--- src/crs_pkg.sv ---
// Package for the core register set: widths, stack page codes, operation codes.
// Assumes a single system clock and an instruction decoder driving the op port.
package crs_pkg;
   localparam int unsigned DATA_W = 8;
   localparam int unsigned ADDR_W = 16;
   // Core mode register location and stack page select bit position
   localparam logic [15:0] CORE_MODE_ADDR = 16'h003b;
   localparam int unsigned CORE_MODE_STACK_PAGE_BIT = 2;
   localparam logic [7:0] CORE_MODE_RESET = 8'h00;
   // Stack page upper bytes
   localparam logic [7:0] STACK_PAGE0_HIGH = 8'h00;
   localparam logic [7:0] STACK_PAGE1_HIGH = 8'h01;
   // Reset values (not given; plain defaults)
   localparam logic [7:0] ACC_RESET = 8'h00;
   localparam logic [7:0] INDEX_RESET = 8'h00;
   localparam logic [7:0] SP_RESET = 8'hff;
   localparam logic [15:0] PC_RESET = 16'h0000;
   // Register select for direct loads
   localparam logic [2:0] SEL_ACC = 3'h0;
   localparam logic [2:0] SEL_IDX1 = 3'h1;
   localparam logic [2:0] SEL_IDX2 = 3'h2;
   localparam logic [2:0] SEL_SP = 3'h3;
   localparam logic [2:0] SEL_PC_LOW = 3'h4;
   localparam logic [2:0] SEL_PC_HIGH = 3'h5;
   // Instruction family opcodes used for the supported-instruction check
   localparam logic [7:0] OPC_FAST_SET = 8'he2;
   localparam logic [7:0] OPC_SLOW_CLOCK = 8'hc2;
   localparam logic [7:0] OPC_STOP_OSC = 8'h42;
   localparam logic [7:0] OPC_WAIT = 8'hd2;
   localparam logic [7:0] OPC_MULTIPLY = 8'h62;
   localparam logic [7:0] OPC_DIVIDE = 8'hf2;
   // Stack operations
   typedef enum logic [4:0] {
      CRS_STK_IDLE = 5'b00001,
      CRS_STK_PUSH_ACC = 5'b00010,
      CRS_STK_POP_ACC = 5'b00100,
      CRS_STK_PUSH_STAT = 5'b01000,
      CRS_STK_POP_STAT = 5'b10000
   } crs_stack_op_t;
endpackage : crs_pkg

--- src/crs_register_set.sv ---
// Programmer-visible register set: working register, two index registers,
// stack pointer with page select, and program counter with stack/index
// address generation. Assumes memory answers reads in the same cycle.
`timescale 1ns/1ps

// Summary of operation
// - One 8-bit working register for data
// - Indexed address is operand plus first index
// - Second-index address is operand plus second index
// - 8-bit stack pointer for calls, interrupts
// - Stack low byte is stack pointer, plus one for a pop
// - Stack high byte 00 or 01 by page
// - Program counter is two 8-bit halves
// - Program counter points at next fetch
// - Fast-set and slow-clock instructions flagged unsupported
// - Stop, wait, multiply, divide are supported
// - Push and pop for working, status registers
// - Page bit lives in core mode register
module crs_register_set (
   // Clock, reset, enable
   input wire logic core_clk_in,
   input wire logic arst_n_in,
   input wire logic clk_en_in,
   // Instruction decoder controls
   input wire logic [7:0] operand_in,
   input wire logic [7:0] opcode_in,
   input wire logic pc_advance_in,
   input wire logic pc_load_in,
   input wire logic [15:0] pc_load_value_in,
   input wire logic reg_write_in,
   input wire logic [2:0] reg_sel_in,
   input wire logic [7:0] reg_write_data_in,
   input wire crs_pkg::crs_stack_op_t stack_op_in,
   input wire logic [7:0] status_in,
   // Data memory bus (single cycle)
   input wire logic [15:0] mem_addr_in,
   input wire logic mem_write_in,
   input wire logic [7:0] mem_wdata_in,
   input wire logic [7:0] mem_rdata_in,
   // Register outputs
   output logic [7:0] accumulator_out,
   output logic [7:0] index_first_out,
   output logic [7:0] index_second_out,
   output logic [7:0] stack_pointer_out,
   output logic [15:0] program_counter_out,
   output logic [7:0] core_mode_register_out,
   // Address generation
   output logic [15:0] index_first_addr_out,
   output logic [15:0] index_second_addr_out,
   output logic [15:0] stack_addr_out,
   // Stack memory port
   output logic stack_write_out,
   output logic stack_read_out,
   output logic [7:0] stack_wdata_out,
   output logic [7:0] status_pop_out,
   output logic status_pop_valid_out,
   // Instruction support check
   output logic instr_supported_out
);

   ////////////////////////////////////////////////////////////////////////////
   // Reset synchroniser
   // Release is delayed two edges so no flip-flop leaves reset on a metastable edge
   logic rst_meta_reg;
   logic rst_sync_n_reg;

   always_ff @(posedge core_clk_in or negedge arst_n_in) begin
      if (!arst_n_in) begin
         rst_meta_reg <= 1'b0;
         rst_sync_n_reg <= 1'b0;
      end else begin
         rst_meta_reg <= 1'b1;
         rst_sync_n_reg <= rst_meta_reg;
      end
   end

   ////////////////////////////////////////////////////////////////////////////
   // Register state
   // All state below is frozen whenever the clock enable is low
   // Working and index registers
   logic [7:0] acc_reg;
   logic [7:0] idx1_reg;
   logic [7:0] idx2_reg;

   // Stack pointer and its post-pop value
   logic [7:0] sp_reg;
   logic [7:0] sp_next;

   // Program counter halves, held apart so each can be loaded alone
   logic [7:0] pc_high_reg;
   logic [7:0] pc_low_reg;

   // Core mode register; only the stack page bit is used here
   logic [7:0] core_mode_reg;

   // Popped status byte and its one-cycle marker
   logic [7:0] status_pop_reg;
   logic status_pop_valid_reg;

   // Decoded stack operations
   logic is_push;
   logic is_pop;
   logic is_pop_acc;
   logic is_pop_stat;
   logic is_push_stat;

   // Decoded direct loads, one per destination
   logic wr_acc;
   logic wr_idx1;
   logic wr_idx2;
   logic wr_sp;
   logic wr_pc_low;
   logic wr_pc_high;

   // Operand plus an index, zero extended to a 16-bit address
   // The 9-bit sum keeps the carry, so an index never wraps inside a page
   function automatic logic [15:0] crs_index_addr(input logic [7:0] opnd,
                                                  input logic [7:0] idx);
      logic [8:0] sum;
      sum = {1'b0, opnd} + {1'b0, idx};
      return {7'h00, sum};
   endfunction : crs_index_addr

   // Direct-load decode, shared by every destination register
   function automatic logic crs_sel_hit(input logic wr,
                                        input logic [2:0] sel,
                                        input logic [2:0] target);
      return wr && (sel == target);
   endfunction : crs_sel_hit

   // Stack operation decode; the one-hot code makes each test a plain compare
   assign is_push = (stack_op_in == crs_pkg::CRS_STK_PUSH_ACC) ||
                    (stack_op_in == crs_pkg::CRS_STK_PUSH_STAT);
   assign is_pop = (stack_op_in == crs_pkg::CRS_STK_POP_ACC) ||
                   (stack_op_in == crs_pkg::CRS_STK_POP_STAT);
   assign is_pop_acc = (stack_op_in == crs_pkg::CRS_STK_POP_ACC);
   assign is_pop_stat = (stack_op_in == crs_pkg::CRS_STK_POP_STAT);
   assign is_push_stat = (stack_op_in == crs_pkg::CRS_STK_PUSH_STAT);

   // Direct loads; stack and flow changes outrank these further down
   assign wr_acc = crs_sel_hit(reg_write_in, reg_sel_in, crs_pkg::SEL_ACC);
   assign wr_idx1 = crs_sel_hit(reg_write_in, reg_sel_in, crs_pkg::SEL_IDX1);
   assign wr_idx2 = crs_sel_hit(reg_write_in, reg_sel_in, crs_pkg::SEL_IDX2);
   assign wr_sp = crs_sel_hit(reg_write_in, reg_sel_in, crs_pkg::SEL_SP);
   assign wr_pc_low = crs_sel_hit(reg_write_in, reg_sel_in, crs_pkg::SEL_PC_LOW);
   assign wr_pc_high = crs_sel_hit(reg_write_in, reg_sel_in, crs_pkg::SEL_PC_HIGH);

   ////////////////////////////////////////////////////////////////////////////
   // Address generation
   // Both sums are combinational so the address is ready in the same cycle
   // first index sum
   assign index_first_addr_out = crs_index_addr(operand_in, idx1_reg);
   assign index_second_addr_out = crs_index_addr(operand_in, idx2_reg);

   assign sp_next = is_pop ? sp_reg + 8'h01 : sp_reg;

   // Pushes use the pointer as is, pops the incremented copy
   // stack page and low byte
   assign stack_addr_out = {(core_mode_reg[crs_pkg::CORE_MODE_STACK_PAGE_BIT] ?
                             crs_pkg::STACK_PAGE1_HIGH : crs_pkg::STACK_PAGE0_HIGH),
                            sp_next};

   // Stack strobes: push writes this cycle; pop reads this cycle at sp+1
   // Strobes are gated by the enable so a frozen core never touches memory
   // Read data must arrive in the same cycle; there is no wait state
   // A status push sends the outside status byte, never the working register
   // push and pop strobes
   assign stack_write_out = is_push && clk_en_in;
   assign stack_read_out = is_pop && clk_en_in;
   assign stack_wdata_out = is_push_stat ? status_in : acc_reg;

   ////////////////////////////////////////////////////////////////////////////
   // Working register
   // A pop outranks a direct load aimed at the same register
   // working register update
   always_ff @(posedge core_clk_in or negedge rst_sync_n_reg) begin
      if (!rst_sync_n_reg) begin
         acc_reg <= crs_pkg::ACC_RESET;
      end else if (clk_en_in) begin
         if (is_pop_acc) begin
            acc_reg <= mem_rdata_in;
         end else if (wr_acc) begin
            acc_reg <= reg_write_data_in;
         end
      end
   end

   // Index registers; only direct loads change them
   // Their sums feed the address outputs combinationally
   always_ff @(posedge core_clk_in or negedge rst_sync_n_reg) begin
      if (!rst_sync_n_reg) begin
         idx1_reg <= crs_pkg::INDEX_RESET;
         idx2_reg <= crs_pkg::INDEX_RESET;
      end else if (clk_en_in) begin
         if (wr_idx1) begin
            idx1_reg <= reg_write_data_in;
         end
         if (wr_idx2) begin
            idx2_reg <= reg_write_data_in;
         end
      end
   end

   ////////////////////////////////////////////////////////////////////////////
   // Stack pointer; a push or pop takes priority over a direct load
   // Reset leaves it at the top of the page, so the first push lands there
   // The pointer wraps within its page; software must not overrun the stack
   // pointer adjust
   always_ff @(posedge core_clk_in or negedge rst_sync_n_reg) begin
      if (!rst_sync_n_reg) begin
         sp_reg <= crs_pkg::SP_RESET;
      end else if (clk_en_in) begin
         if (is_push) begin
            sp_reg <= sp_reg - 8'h01;
         end else if (is_pop) begin
            sp_reg <= sp_next;
         end else if (wr_sp) begin
            sp_reg <= reg_write_data_in;
         end
      end
   end

   // Popped status byte, held for the status flag logic outside
   // The marker lasts one enabled cycle; the byte stays until the next status pop
   // Registering the byte costs a cycle but keeps the output glitch free
   // status pop capture
   always_ff @(posedge core_clk_in or negedge rst_sync_n_reg) begin
      if (!rst_sync_n_reg) begin
         status_pop_reg <= 8'h00;
         status_pop_valid_reg <= 1'b0;
      end else if (clk_en_in) begin
         status_pop_valid_reg <= is_pop_stat;
         if (is_pop_stat) begin
            status_pop_reg <= mem_rdata_in;
         end
      end
   end

   ////////////////////////////////////////////////////////////////////////////
   // Core mode register, written through the memory bus at its fixed address
   // All eight bits are writable; the clock control bits are kept for outside use
   // core mode write
   always_ff @(posedge core_clk_in or negedge rst_sync_n_reg) begin
      if (!rst_sync_n_reg) begin
         core_mode_reg <= crs_pkg::CORE_MODE_RESET;
      end else if (clk_en_in && mem_write_in && mem_addr_in == crs_pkg::CORE_MODE_ADDR) begin
         core_mode_reg <= mem_wdata_in;
      end
   end

   ////////////////////////////////////////////////////////////////////////////
   // Program counter halves; a load beats an advance so flow changes win
   // A half load drops an advance in the same cycle; the decoder must not ask both
   // The counter wraps from the top of memory back to zero
   // counter update
   always_ff @(posedge core_clk_in or negedge rst_sync_n_reg) begin
      if (!rst_sync_n_reg) begin
         pc_high_reg <= crs_pkg::PC_RESET[15:8];
         pc_low_reg <= crs_pkg::PC_RESET[7:0];
      end else if (clk_en_in) begin
         if (pc_load_in) begin
            pc_high_reg <= pc_load_value_in[15:8];
            pc_low_reg <= pc_load_value_in[7:0];
         end else if (wr_pc_low) begin
            pc_low_reg <= reg_write_data_in;
         end else if (wr_pc_high) begin
            pc_high_reg <= reg_write_data_in;
         end else if (pc_advance_in) begin
            // Carry from the low half into the high half
            {pc_high_reg, pc_low_reg} <= {pc_high_reg, pc_low_reg} + 16'h0001;
         end
      end
   end

   ////////////////////////////////////////////////////////////////////////////
   // Supported instruction check; only the two excluded opcodes are refused
   // Stop, wait, multiply and divide fall through to supported
   // The decoder must trap a refused opcode; nothing here stops execution
   // The flag is combinational so it is valid in the decode cycle itself
   // instruction support
   always_comb begin
      unique case (opcode_in)
         crs_pkg::OPC_FAST_SET, crs_pkg::OPC_SLOW_CLOCK: instr_supported_out = 1'b0;
         default: instr_supported_out = 1'b1;
      endcase
   end

   ////////////////////////////////////////////////////////////////////////////
   // Outputs; every one of them comes straight from a flip-flop
   // so no path runs from an input to these outputs
   // and the decoder may sample them at any point of the cycle
   assign accumulator_out = acc_reg;
   assign index_first_out = idx1_reg;
   assign index_second_out = idx2_reg;
   assign stack_pointer_out = sp_reg;
   assign program_counter_out = {pc_high_reg, pc_low_reg};
   assign core_mode_register_out = core_mode_reg;
   assign status_pop_out = status_pop_reg;
   assign status_pop_valid_out = status_pop_valid_reg;

endmodule : crs_register_set

--- config.mk ---
export PLATFORM = sky130hd
export DESIGN_NAME = crs_register_set
export DESIGN_NICKNAME = d
export VERILOG_FILES = /design/src/crs_pkg.sv /design/src/crs_register_set.sv
export SDC_FILE = /design/constraint.sdc
export NUM_CORES = 1
export LEC_CHECK = 0
export BUFFER_PORTS_ARGS = -buffer_cell sky130_fd_sc_hd__buf_2
export CORE_UTILIZATION = 52
export CTS_CLUSTER_SIZE = 14
export DETAILED_ROUTE_END_ITERATION = 8
export HOLD_SLACK_MARGIN = 0.1
export PLACE_DENSITY = 0.95
export SYNTH_ARGS = -nofsm -noshare
export SYNTH_HDL_FRONTEND = slang
export SYNTH_SLANG_ARGS = --single-unit
export TNS_END_PERCENT = 30
--- constraint.sdc ---
create_clock -name core_clk_in -period 6.2 [get_ports core_clk_in]
set_input_delay 0.31 -clock core_clk_in [delete_from_list [all_inputs] [get_ports core_clk_in]]
set_output_delay 0.31 -clock core_clk_in [all_outputs]
set_load 0.02 [all_outputs]
==> results.yml, run 1 <==
sta:
  tns_ns: 0
  setup_viol: 0
  hold_ws_ns: 0.109
  maxClockFrequency_mhz: 349
  report.final.hold_viol_count: 0
  period_needed_ns: 2.86
  worst_clock_skew_ns: 0.00895
  grt_setup_unrepaired: "no"
  worst_slew_margin_rel: 0.404
  setup_slack_ns: 3.34
  worst_margin_slew_ns: 0.893
  timing.final.max_slew_violations: 0
  finalCritPeriodShare: 0.462
detailed_routing:
  dr_drc_count: 0
  drt-total-wl_um: 14700
  drt_pre_antenna_iters: 7
  ant_nets: 0
  detailedRoute.firstIterationViolations: 224
  avgRoutedWirePerCell_um: 18.2
  num_vias: 4844
  via_per_inst: 5.99
placed_design:
  count_of_port_buffers_added_during_placement: 196
  gp_congestion: 0.951
  place_inst: 792
  post_dp_cell_area_um2: 5760
  preCtsSetupSlack_ns: 3.68
  dp_hpwl_um: 11100
synth:
  netlist.area_leader.share: 0.304
  ys_async_sr_fraction: 1.00
  yosys.area.top_type: "sky130_fd_sc_hd__dfrtp_1"
  synth_sequential_area_ratio: 0.348
  postSynthAreaPerCell_um2: 9.46
  synth.most_common_cell: "sky130_fd_sc_hd__dfrtp_1"
  netlist_area_um2: 4850
  ys.flop_type: "sky130_fd_sc_hd__dfrtp_1"
  yosys_warnings: 0
  synth_common_cells: "59 x sky130_fd_sc_hd__dfrtp_1, 41 x sky130_fd_sc_hd__mux2_2, 40 x sky130_fd_sc_hd__nand2_1, 38 x sky130_fd_sc_hd__o21ai_0, 28 x sky130_fd_sc_hd__nor2_1"
  ys_seq_elements: 67
  synthesis.instances: 513
  yosys-top-cells-area: "sky130_fd_sc_hd__dfrtp_1 30%, sky130_fd_sc_hd__mux2_2 9.5%, sky130_fd_sc_hd__ha_1 4.9%"
  synth_edf_count: 0
  synth.distinct_cells: 70
clock_tree:
  worstSkewPairLatency_ns: 0.35
  clk_pin_slew_worst_paths_ns: 0.09
  clock_tree.buffer_depth: 2
  cts_sinks: 67
  tritoncts: "done"
  ctsRootBufferMaster: "sky130_fd_sc_hd__clkbuf_8"
  cts_buffers: 9
  cts_htree_levels: 3
  post-cts-setup-buffer-count: 0
power_and_ir_drop:
  power.leakage_nw: 3.01
  pwr-share-seq: 0.343
  pwr-share-clk: 0.210
  power.density_nw_per_um2: 307
  vdd_ir_drop_max_mv: 0.156
  power_switching_share: 0.434
  netSwitchingPower_mw: 0.796
  power.combinational.fraction: 0.447
  post_layout_total_power_mw: 1.83
  cellInternalPower_mw: 1.04
flow_run:
  drv_cap: 0
worst_setup_path:
  crit_type: "reg -> out"
  beginning_of_the_critical_path: "index_first_out[0]"
  critical_path.max_fanout: 3
  setup.worst_path.start_class: "register"
  crit_arrival_ns: 2.55
  critical_r2r_launch: "stack_pointer_out[0]"
  crit_required_ns: 5.89
  endpoint_kind: "output port"
cells_and_area:
  fin_util: 0.672
  fillcell_total: 727
  drive_gt1_frac: 0.394
  register_area_um2: 1690
  multi_input_area_um2: 2910
  final-instance-count-excl-fill: 809
  syn_to_final_growth_pct: 23.2
  finish.instance_area_um2: 5980
  nNetsFinal: 812
  antenna_cells: 0
global_route:
  grt_start_max_net_pins: 58
  globalRouteOverflowTotal: 0
  number_of_antenna_violations_at_the_first_check_in_global_routing: 0
  grt_use_total: 0.299
  first_global_vias: 4646
  grt_first_pass_wirelength_um: 22700
floorplanning:
  row_count: 34
  initial_utilization: 0.546
  core-area_um2: 8890
  die_x_um: 98.6
  fp.dieArea_um2: 9720
  floorplan.io_pins: 219
  die_h_um: 98.6
worst_hold_path:
  hp-class: "reg -> async"
outcome:
  run_status: "finished, final reports clean"
## worst max-delay path, stage by stage, from the launching register on
cell	delay, ns
sky130_fd_sc_hd__dfrtp_1	0.40
sky130_fd_sc_hd__ha_1	0.23
sky130_fd_sc_hd__fa_1	0.41
sky130_fd_sc_hd__a21o_1	0.21
sky130_fd_sc_hd__a21oi_1	0.26
sky130_fd_sc_hd__o21ai_0	0.19
sky130_fd_sc_hd__a21o_1	0.21
sky130_fd_sc_hd__a21o_1	0.16
sky130_fd_sc_hd__buf_2	0.15
## worst paths after layout
| path | cells past startpoint | endpoint | slack, ns |
|---|---|---|---|
| setup / recovery | 8 | index_first_addr_out[8] | 3.34 |
| hold / removal | 0 | core_mode_register_out[4] | 0.11 |
| setup reg to reg | 6 | stack_pointer_out[4] | 4.30 |
| hold reg to reg | 0 | core_mode_register_out[4] | 0.11 |
| max in group asynchronous | 1 | index_second_out[7] | 5.10 |
| min in group core_clk_in | 2 | core_mode_register_out[2] | 0.20 |
## logic make-up after synthesis
logic type	synth area share
mux	0.121
fa+ha+maj	0.0573
buf+inv	0.0689
other cells	0.00155
compound gates	0.184
flops	0.348
xor+xnor	0.0433
simple gates	0.176
## layer usage
metal / up-vias / wire length, um / GRT usage
li1: 2220 / - / -
met3: 34 / 1320 / 0.0617
met1: 2279 / 5620 / 0.351
met4: 0 / 415 / 0.126
met5: - / 0 / 0
met2: 311 / 7340 / 0.532
## layout make-up
cell class | instances | area share
multi-input cells | 409 | 0.486
flip-flops and latches | 67 | 0.282
repair buffers | 199 | 0.168
well taps | 108 | 0.0226
clock buffers | 9 | 0.0207
clock inverters | 7 | 0.0136
inverters | 10 | 0.00628
## cell usage in the layout, fill, tap and decap left out, types with 3 or more instances in the layout
cell | Yosys | routed
sky130_fd_sc_hd__and2_1 | 5 | 5
sky130_fd_sc_hd__nand3_1 | 13 | 13
sky130_fd_sc_hd__nor3_1 | 16 | 16
sky130_fd_sc_hd__inv_1 | 10 | 10
sky130_fd_sc_hd__dfrtp_1 | 59 | 58
sky130_fd_sc_hd__ha_1 | 19 | 19
sky130_fd_sc_hd__buf_2 | 8 | 196
sky130_fd_sc_hd__a21oi_1 | 26 | 26
sky130_fd_sc_hd__xnor2_1 | 16 | 16
sky130_fd_sc_hd__a21o_1 | 9 | 9
sky130_fd_sc_hd__o21ai_0 | 38 | 38
sky130_fd_sc_hd__nor2_1 | 28 | 28
sky130_fd_sc_hd__and3_1 | 10 | 10
sky130_fd_sc_hd__nand2b_1 | 7 | 7
sky130_fd_sc_hd__nor4b_1 | 3 | 3
sky130_fd_sc_hd__clkbuf_8 | 0 | 9
sky130_fd_sc_hd__a211oi_1 | 9 | 9
sky130_fd_sc_hd__dfstp_2 | 8 | 8
sky130_fd_sc_hd__o211ai_1 | 6 | 6
sky130_fd_sc_hd__xor2_1 | 8 | 8
sky130_fd_sc_hd__o21a_1 | 3 | 3
sky130_fd_sc_hd__o41ai_1 | 3 | 3
sky130_fd_sc_hd__mux2i_1 | 11 | 11
sky130_fd_sc_hd__o21bai_1 | 4 | 4
sky130_fd_sc_hd__nor4_1 | 7 | 7
sky130_fd_sc_hd__conb_1 | 2 | 22
sky130_fd_sc_hd__mux2_2 | 41 | 41
sky130_fd_sc_hd__inv_6 | 0 | 3
sky130_fd_sc_hd__nand2_1 | 40 | 40
sky130_fd_sc_hd__a32o_1 | 4 | 4
sky130_fd_sc_hd__nand3b_1 | 5 | 5
sky130_fd_sc_hd__and4_1 | 3 | 3
sky130_fd_sc_hd__a221o_1 | 4 | 4
sky130_fd_sc_hd__nand4_1 | 6 | 6
## timing repair
item                                   CTS  global route
hold buffers                             1             0
resized for setup                        0             0
endpoints found under the hold margin    2             0
## power by group through the flow
stage          clock network (mW)  registers (mW)  logic, mW
3_3_place_gp                    0           0.626      0.786
5_1_grt                     0.410           0.639      0.879
3_5_place_dp                    0           0.633      0.812
6_report                    0.385           0.629      0.819
2_1_floorplan                   0           0.706      0.474
4_1_cts                     0.391           0.624      0.817
(Power assumes the default switching activity.)
==> inputs of run 2 (changes only) <==
Settings changed: ABC_AREA from default to 1, CORE_UTILIZATION 52 to 49, PLACE_DENSITY 0.95 to 0.9.
Clock period 6.2 ns to 2.9 ns, I/O delays scaled along.
==> run 2 against run 1 <==
  * First-iteration DRC count down 14%
  * Critical path type unchanged
  * Area after synthesis up 3.7%
  * Count of clock-buffer cells in the layout up 3
  * Global-route usage down 3.0 points
  * Sequential cell count unchanged
  * Setup slack worse by 2.8 ns
  * Routed wire length down 4.2%
  * Critical path depth up 1
  * Combinational power up 130%
  * Cell area up 6.9%
  * Critical endpoint is now index_first_addr_out[6]
==> results.yml, run 2 <==
synth:
  ys_async_sr_fraction: 1.00
  yosys-top-cells-area: "sky130_fd_sc_hd__dfrtp_1 29%, sky130_fd_sc_hd__nand2_1 14%, sky130_fd_sc_hd__inv_1 5.4%"
  synth.distinct_cells: 43
  synth_sequential_area_ratio: 0.335
  synth.most_common_cell: "sky130_fd_sc_hd__nand2_1"
  synthesis.instances: 692
  yosys_warnings: 0
  netlist.area_leader.share: 0.294
  ys.flop_type: "sky130_fd_sc_hd__dfrtp_1"
  yosys.area.top_type: "sky130_fd_sc_hd__dfrtp_1"
  postSynthAreaPerCell_um2: 7.27
  ys_seq_elements: 67
  synth_edf_count: 0
  netlist_area_um2: 5030
  synth_common_cells: "194 x sky130_fd_sc_hd__nand2_1, 72 x sky130_fd_sc_hd__inv_1, 70 x sky130_fd_sc_hd__nor2_1, 59 x sky130_fd_sc_hd__dfrtp_1, 42 x sky130_fd_sc_hd__a21oi_1"
sta:
  worst_slew_margin_rel: 0.350
  report.final.hold_viol_count: 0
  setup_slack_ns: 0.553
  setup_viol: 0
  worst_clock_skew_ns: 0.00815
  period_needed_ns: 2.35
  maxClockFrequency_mhz: 426
  worst_margin_slew_ns: 0.975
  timing.final.max_slew_violations: 0
  hold_ws_ns: 0.126
  finalCritPeriodShare: 0.809
  tns_ns: 0
  grt_setup_unrepaired: "no"
cells_and_area:
  multi_input_area_um2: 2830
  finish.instance_area_um2: 6390
  mostFrequentLayoutCells: "196 x sky130_fd_sc_hd__buf_2, 194 x sky130_fd_sc_hd__nand2_1, 72 x sky130_fd_sc_hd__inv_1"
  fin_util: 0.648
  antenna_cells: 0
  mostFrequentLayoutCell: "sky130_fd_sc_hd__buf_2"
  syn_to_final_growth_pct: 27.1
  register_area_um2: 1690
  nNetsFinal: 1019
  fillcell_total: 900
  drive_gt1_frac: 0.302
  final-instance-count-excl-fill: 1041
global_route:
  grt-busiest-layer: "met2"
  grt_start_max_net_pins: 45
  grt_use_met2: 0.466
  number_of_antenna_violations_at_the_first_check_in_global_routing: 0
  grt_first_pass_wirelength_um: 22000
  globalRouteOverflowTotal: 0
  met3_usage: 0.0450
  first_global_vias: 4586
  grt_use_total: 0.269
  use_met1: 0.347
worst_setup_path:
  crit_type: "reg -> out"
  regToRegEndpoint: "pc_high_reg[6]"
  beginning_of_the_critical_path: "index_first_out[0]"
  critical_path.max_fanout: 3
  ff2ff_setup_slack_ns: 1.28
  critical_path.endpoint: "index_first_addr_out[6]"
  critical_r2r_launch: "pc_low_reg[1]"
  setup.worst_path.start_class: "register"
  reg2reg_depth: 10
  endpoint_kind: "output port"
  crit_arrival_ns: 2.20
  crit_required_ns: 2.76
floorplanning:
  fp.dieArea_um2: 10700
  die_x_um: 103
  floorplan.io_pins: 219
  row_count: 36
  core-area_um2: 9860
  initial_utilization: 0.510
  die_h_um: 103
detailed_routing:
  drt-total-wl_um: 14100
  ant_nets: 0
  drt_pre_antenna_iters: 5
  avgRoutedWirePerCell_um: 13.5
  detailedRoute.firstIterationViolations: 192
  dr_drc_count: 0
  num_vias: 5195
  via_per_inst: 4.99
worst_hold_path:
  hp-class: "in -> reg"
outcome:
  run_status: "finished, final reports clean"
clock_tree:
  clock_tree.buffer_depth: 2
  cts_sinks: 67
  tritoncts: "done"
  worstSkewPairLatency_ns: 0.34
  cts_htree_levels: 3
  cts_buffers: 9
  post_cts_resize_count: 0
  post-cts-setup-buffer-count: 0
  ctsRootBufferMaster: "sky130_fd_sc_hd__clkbuf_8"
  clk_pin_slew_worst_paths_ns: 0.08
placed_design:
  preCtsSetupSlack_ns: 0.930
  post_dp_cell_area_um2: 5970
  place_inst: 1006
  gp_congestion: 0.902
  count_of_port_buffers_added_during_placement: 196
  dp_hpwl_um: 10700
flow_run:
  drv_cap: 0
power_and_ir_drop:
  post_layout_total_power_mw: 4.10
  power.leakage_nw: 3.49
  power.density_nw_per_um2: 642
  vdd_ir_drop_max_mv: 0.344
-- run 2: cell types whose count changed in the layout (fill, tap and decap cells not counted), moves of 11 or more --
cell	delta
sky130_fd_sc_hd__nor3_1	-11
sky130_fd_sc_hd__nand3_1	+28
sky130_fd_sc_hd__mux2i_1	-11
sky130_fd_sc_hd__inv_1	+62
sky130_fd_sc_hd__mux2_2	-40
sky130_fd_sc_hd__dlygate4sd3_1	+18
sky130_fd_sc_hd__nor2_1	+42
sky130_fd_sc_hd__nand2_1	+154
sky130_fd_sc_hd__a21oi_1	+16
-- run 2: what timing repair did --
item                                    in CTS  in global routing
hold endpoints to repair                    25                  0
endpoints found under the setup margin       0                  0
hold buffers                                19                  0
-- run 2: cells by family after synthesis --
logic type                 count (synthesis)  synth area share
AOI/OAI and AO/OA                        113             0.140
xor gates and xnor gates                  22            0.0383
buffers and inverters                    115             0.117
other                                      2           0.00149
and+or+nand+nor                          351             0.310
DFF                                       67             0.335
adders and majority gates                 21            0.0552
muxes                                      1           0.00224
-- run 2: how the worst min path moves through the flow --
stage | from | end | depth (start not counted)
final | pc_load_value_in[10] | pc_high_reg[2] | 5
after global routing | reg_write_data_in[5] | stack_pointer_out[5] | 5
after CTS | pc_load_value_in[10] | pc_high_reg[2] | 5
after detailed placement | arst_n_in | rst_meta_reg | 1
after global placement | arst_n_in | rst_meta_reg | 1
after floorplan | arst_n_in | rst_meta_reg | 0
-- run 2: area by class of cell --
cell class	instances	share of cell area
well taps	133	0.0260
clock buffers	12	0.0243
repair buffers	218	0.187
multi-input cells	530	0.442
inverters	77	0.0452
clock inverters	4	0.0114
flip-flops and latches	67	0.264
-- run 2: where the power goes --
group          total (mW)  internal (mW)  leakage (nW)  switching [mW]
clock               0.898          0.530         0.113           0.368
sequential           1.35           1.13         0.809           0.216
combinational        1.85          0.664          2.57            1.19
total                4.10           2.33          3.49            1.77
-- run 2: critical path, stage by stage, from the launching register on --
cell and delay [ns]:
sky130_fd_sc_hd__dfrtp_1 0.39, sky130_fd_sc_hd__ha_1 0.22, sky130_fd_sc_hd__fa_1 0.41, sky130_fd_sc_hd__nand3_1 0.11, sky130_fd_sc_hd__nand2_1 0.11, sky130_fd_sc_hd__nand2_1 0.08, sky130_fd_sc_hd__nand2_1 0.06, sky130_fd_sc_hd__a21oi_1 0.15
sky130_fd_sc_hd__xnor2_1 0.14, sky130_fd_sc_hd__buf_2 0.19
-- run 2: metal layers --
layer,vias to the layer above,wire [um],part of all wire
met5,-,0,0
met4,0,156,0.011
met3,14,756,0.054
met2,178,7070,0.50
met1,2387,6100,0.43
li1,2616,-,-
==> inputs of run 3 (changes only) <==
Settings changed: CORE_UTILIZATION 49 to 44, PLACE_DENSITY 0.9 to 0.86.
Clock period 2.9 ns to 2 ns, I/O delays scaled along.
==> run 3 against run 2 <==
  * Critical endpoint unchanged
  * Via count rose by 1.5%
  * Critical path depth stayed put
  * The run now ends with setup timing left
  * Cell count increased by 1.7%
  * Highest routed layer unchanged
==> results.yml, run 3 (same netlist as run 2, synthesis figures left out) <==
outcome:
  run_status: "finished, violations left"
  violations: "setup timing"
clock_tree:
  clock_tree.buffer_depth: 2
  ctsRootBufferMaster: "sky130_fd_sc_hd__clkbuf_16"
  cts_buffers: 9
  worstSkewPairLatency_ns: 0.33
  tritoncts: "done"
  clk_pin_slew_worst_paths_ns: 0.06
  cts_htree_levels: 3
  cts_sinks: 67
worst_setup_path:
  crit_required_ns: 1.90
  cpMaxStageDelayCell: "sky130_fd_sc_hd__dfrtp_1"
  critical_r2r_launch: "pc_low_reg[1]"
  critPathMostFrequentCell: "sky130_fd_sc_hd__nand2_1"
  endpoint_kind: "output port"
  crit_type: "reg -> out"
  crit_arrival_ns: 1.99
  setup.worst_path.start_class: "register"
  critical_path.max_stage_delay_ns: 0.38
  critical_path.max_fanout: 3
  beginning_of_the_critical_path: "index_first_out[0]"
  crit_chain: "ha_2 -> fa_2 -> nand3_2 -> nand2_2 -> nand2_1 -> nand2_1 -> a21oi_2 -> xnor2_1 -> buf_4"
cells_and_area:
  antenna_cells: 0
  mostFrequentLayoutCell: "sky130_fd_sc_hd__buf_2"
  mostFrequentLayoutCells: "193 x sky130_fd_sc_hd__buf_2, 191 x sky130_fd_sc_hd__nand2_1, 72 x sky130_fd_sc_hd__inv_1"
  drive_gt1_frac: 0.323
  syn_to_final_growth_pct: 32.1
  nNetsFinal: 1030
sta:
  worst_slew_margin_rel: 0.599
  period_needed_ns: 2.09
  report.final.hold_viol_count: 0
  worst_clock_skew_ns: 0.00971
  timing.final.max_slew_violations: 0
  finalCritPeriodShare: 1.05
  grt_setup_unrepaired: "yes"
  setup_slack_ns: -0.0910
  tns_ns: -0.147
  setup_viol: 2
  maxClockFrequency_mhz: 478
  worst_margin_slew_ns: 0.600
global_route:
  number_of_antenna_violations_at_the_first_check_in_global_routing: 0
  grt-busiest-layer: "met2"
  grt_use_met2: 0.421
  globalRouteOverflowTotal: 0
  first_global_vias: 4816
  grt_start_max_net_pins: 34
  grt_first_pass_wirelength_um: 22900
  use_met1: 0.323
  met3_usage: 0.0377
  grt_use_total: 0.250
detailed_routing:
  ant_nets: 0
  detailedRoute.firstIterationViolations: 259
  drt-total-wl_um: 14600
  avgRoutedWirePerCell_um: 13.8
  num_vias: 5271
  via_per_inst: 4.98
  dr_drc_count: 0
  drt_pre_antenna_iters: 5
power_and_ir_drop:
  power.density_nw_per_um2: 961
  post_layout_total_power_mw: 6.38
  vdd_ir_drop_max_mv: 0.622
  power.leakage_nw: 3.58
floorplanning:
  initial_utilization: 0.458
  core-area_um2: 11000
  die_x_um: 109
  floorplan.io_pins: 219
  row_count: 38
  fp.dieArea_um2: 11900
  die_h_um: 109
placed_design:
  dp_hpwl_um: 10800
  gp_congestion: 0.882
  count_of_port_buffers_added_during_placement: 196
worst_hold_path:
  holdCritStartpoint: "pc_load_value_in[13]"
  hp-class: "in -> reg"
flow_run:
  drv_cap: 0
-- run 3: final cells by class --
type,instances,area [um^2]
timing repair buffer,229,1300
fill,1033,4340
tap,140,175
inverter,77,289
sequential,67,1690
clock buffer,11,243
clock inverter,5,61.3
multi-input combinational,530,2880
-- run 3: critical path, delay by kind of cell (launching register included) --
| family | cells | cell delay (ns) |
|---|---|---|
| AOI/OAI and AO/OA | 1 | 0.13 |
| xor gates and xnor gates | 1 | 0.13 |
| adders and majority gates | 2 | 0.56 |
| and+or+nand+nor | 4 | 0.29 |
| DFF | 1 | 0.38 |
| buffers and inverters | 1 | 0.16 |
-- run 3: path summary, 6_finish.rpt --
path                                      endpoint  slack [ns]  depth (start not counted)
setup / recovery           index_first_addr_out[6]       -0.09                          9
hold / removal                      pc_high_reg[5]        0.11                          5
min in group asynchronous        status_pop_out[0]        0.25                          1
hold reg to reg                  status_pop_out[0]        0.25                          1
max in group asynchronous        status_pop_out[2]        1.15                          1
setup reg to reg                    pc_high_reg[6]        0.36                         10
-- run 3: timing repair --
item,in CTS,in global routing
hold buffers,22,0
setup endpoints to repair,4,10
gates resized for setup,9,10
pin swaps,1,0
setup buffers,2,1
endpoints found under the hold margin,33,0
-- run 3: through the flow --
stage,worst slack (ns),hold WS (ns),instance area (um^2),instances,utilization
after CTS,-0.0800,0.100,6600,1058,0.601
after detailed placement,0.112,-0.113,6030,1018,0.549
after floorplan,0.0102,-0.196,5100,712,-
after global placement,0.134,-0.114,6030,1018,0.549
after global routing,-0.226,0.121,6640,1059,0.605
final,-0.0910,0.108,6640,1059,0.605
-- run 3: power by group --
part / internal [mW] / leakage, nW / switching [mW]
sequential: 1.65 / 0.809 / 0.283
clock: 1.01 / 0.150 / 0.604
combinational: 1.04 / 2.62 / 1.80
total: 3.69 / 3.58 / 2.69
-- run 3: routing by layer --
metal  part of all wire  vias up
met2               0.50      200
met3              0.052       30
met5                  0        -
met4              0.024        0
li1                   -     2647
met1               0.42     2394
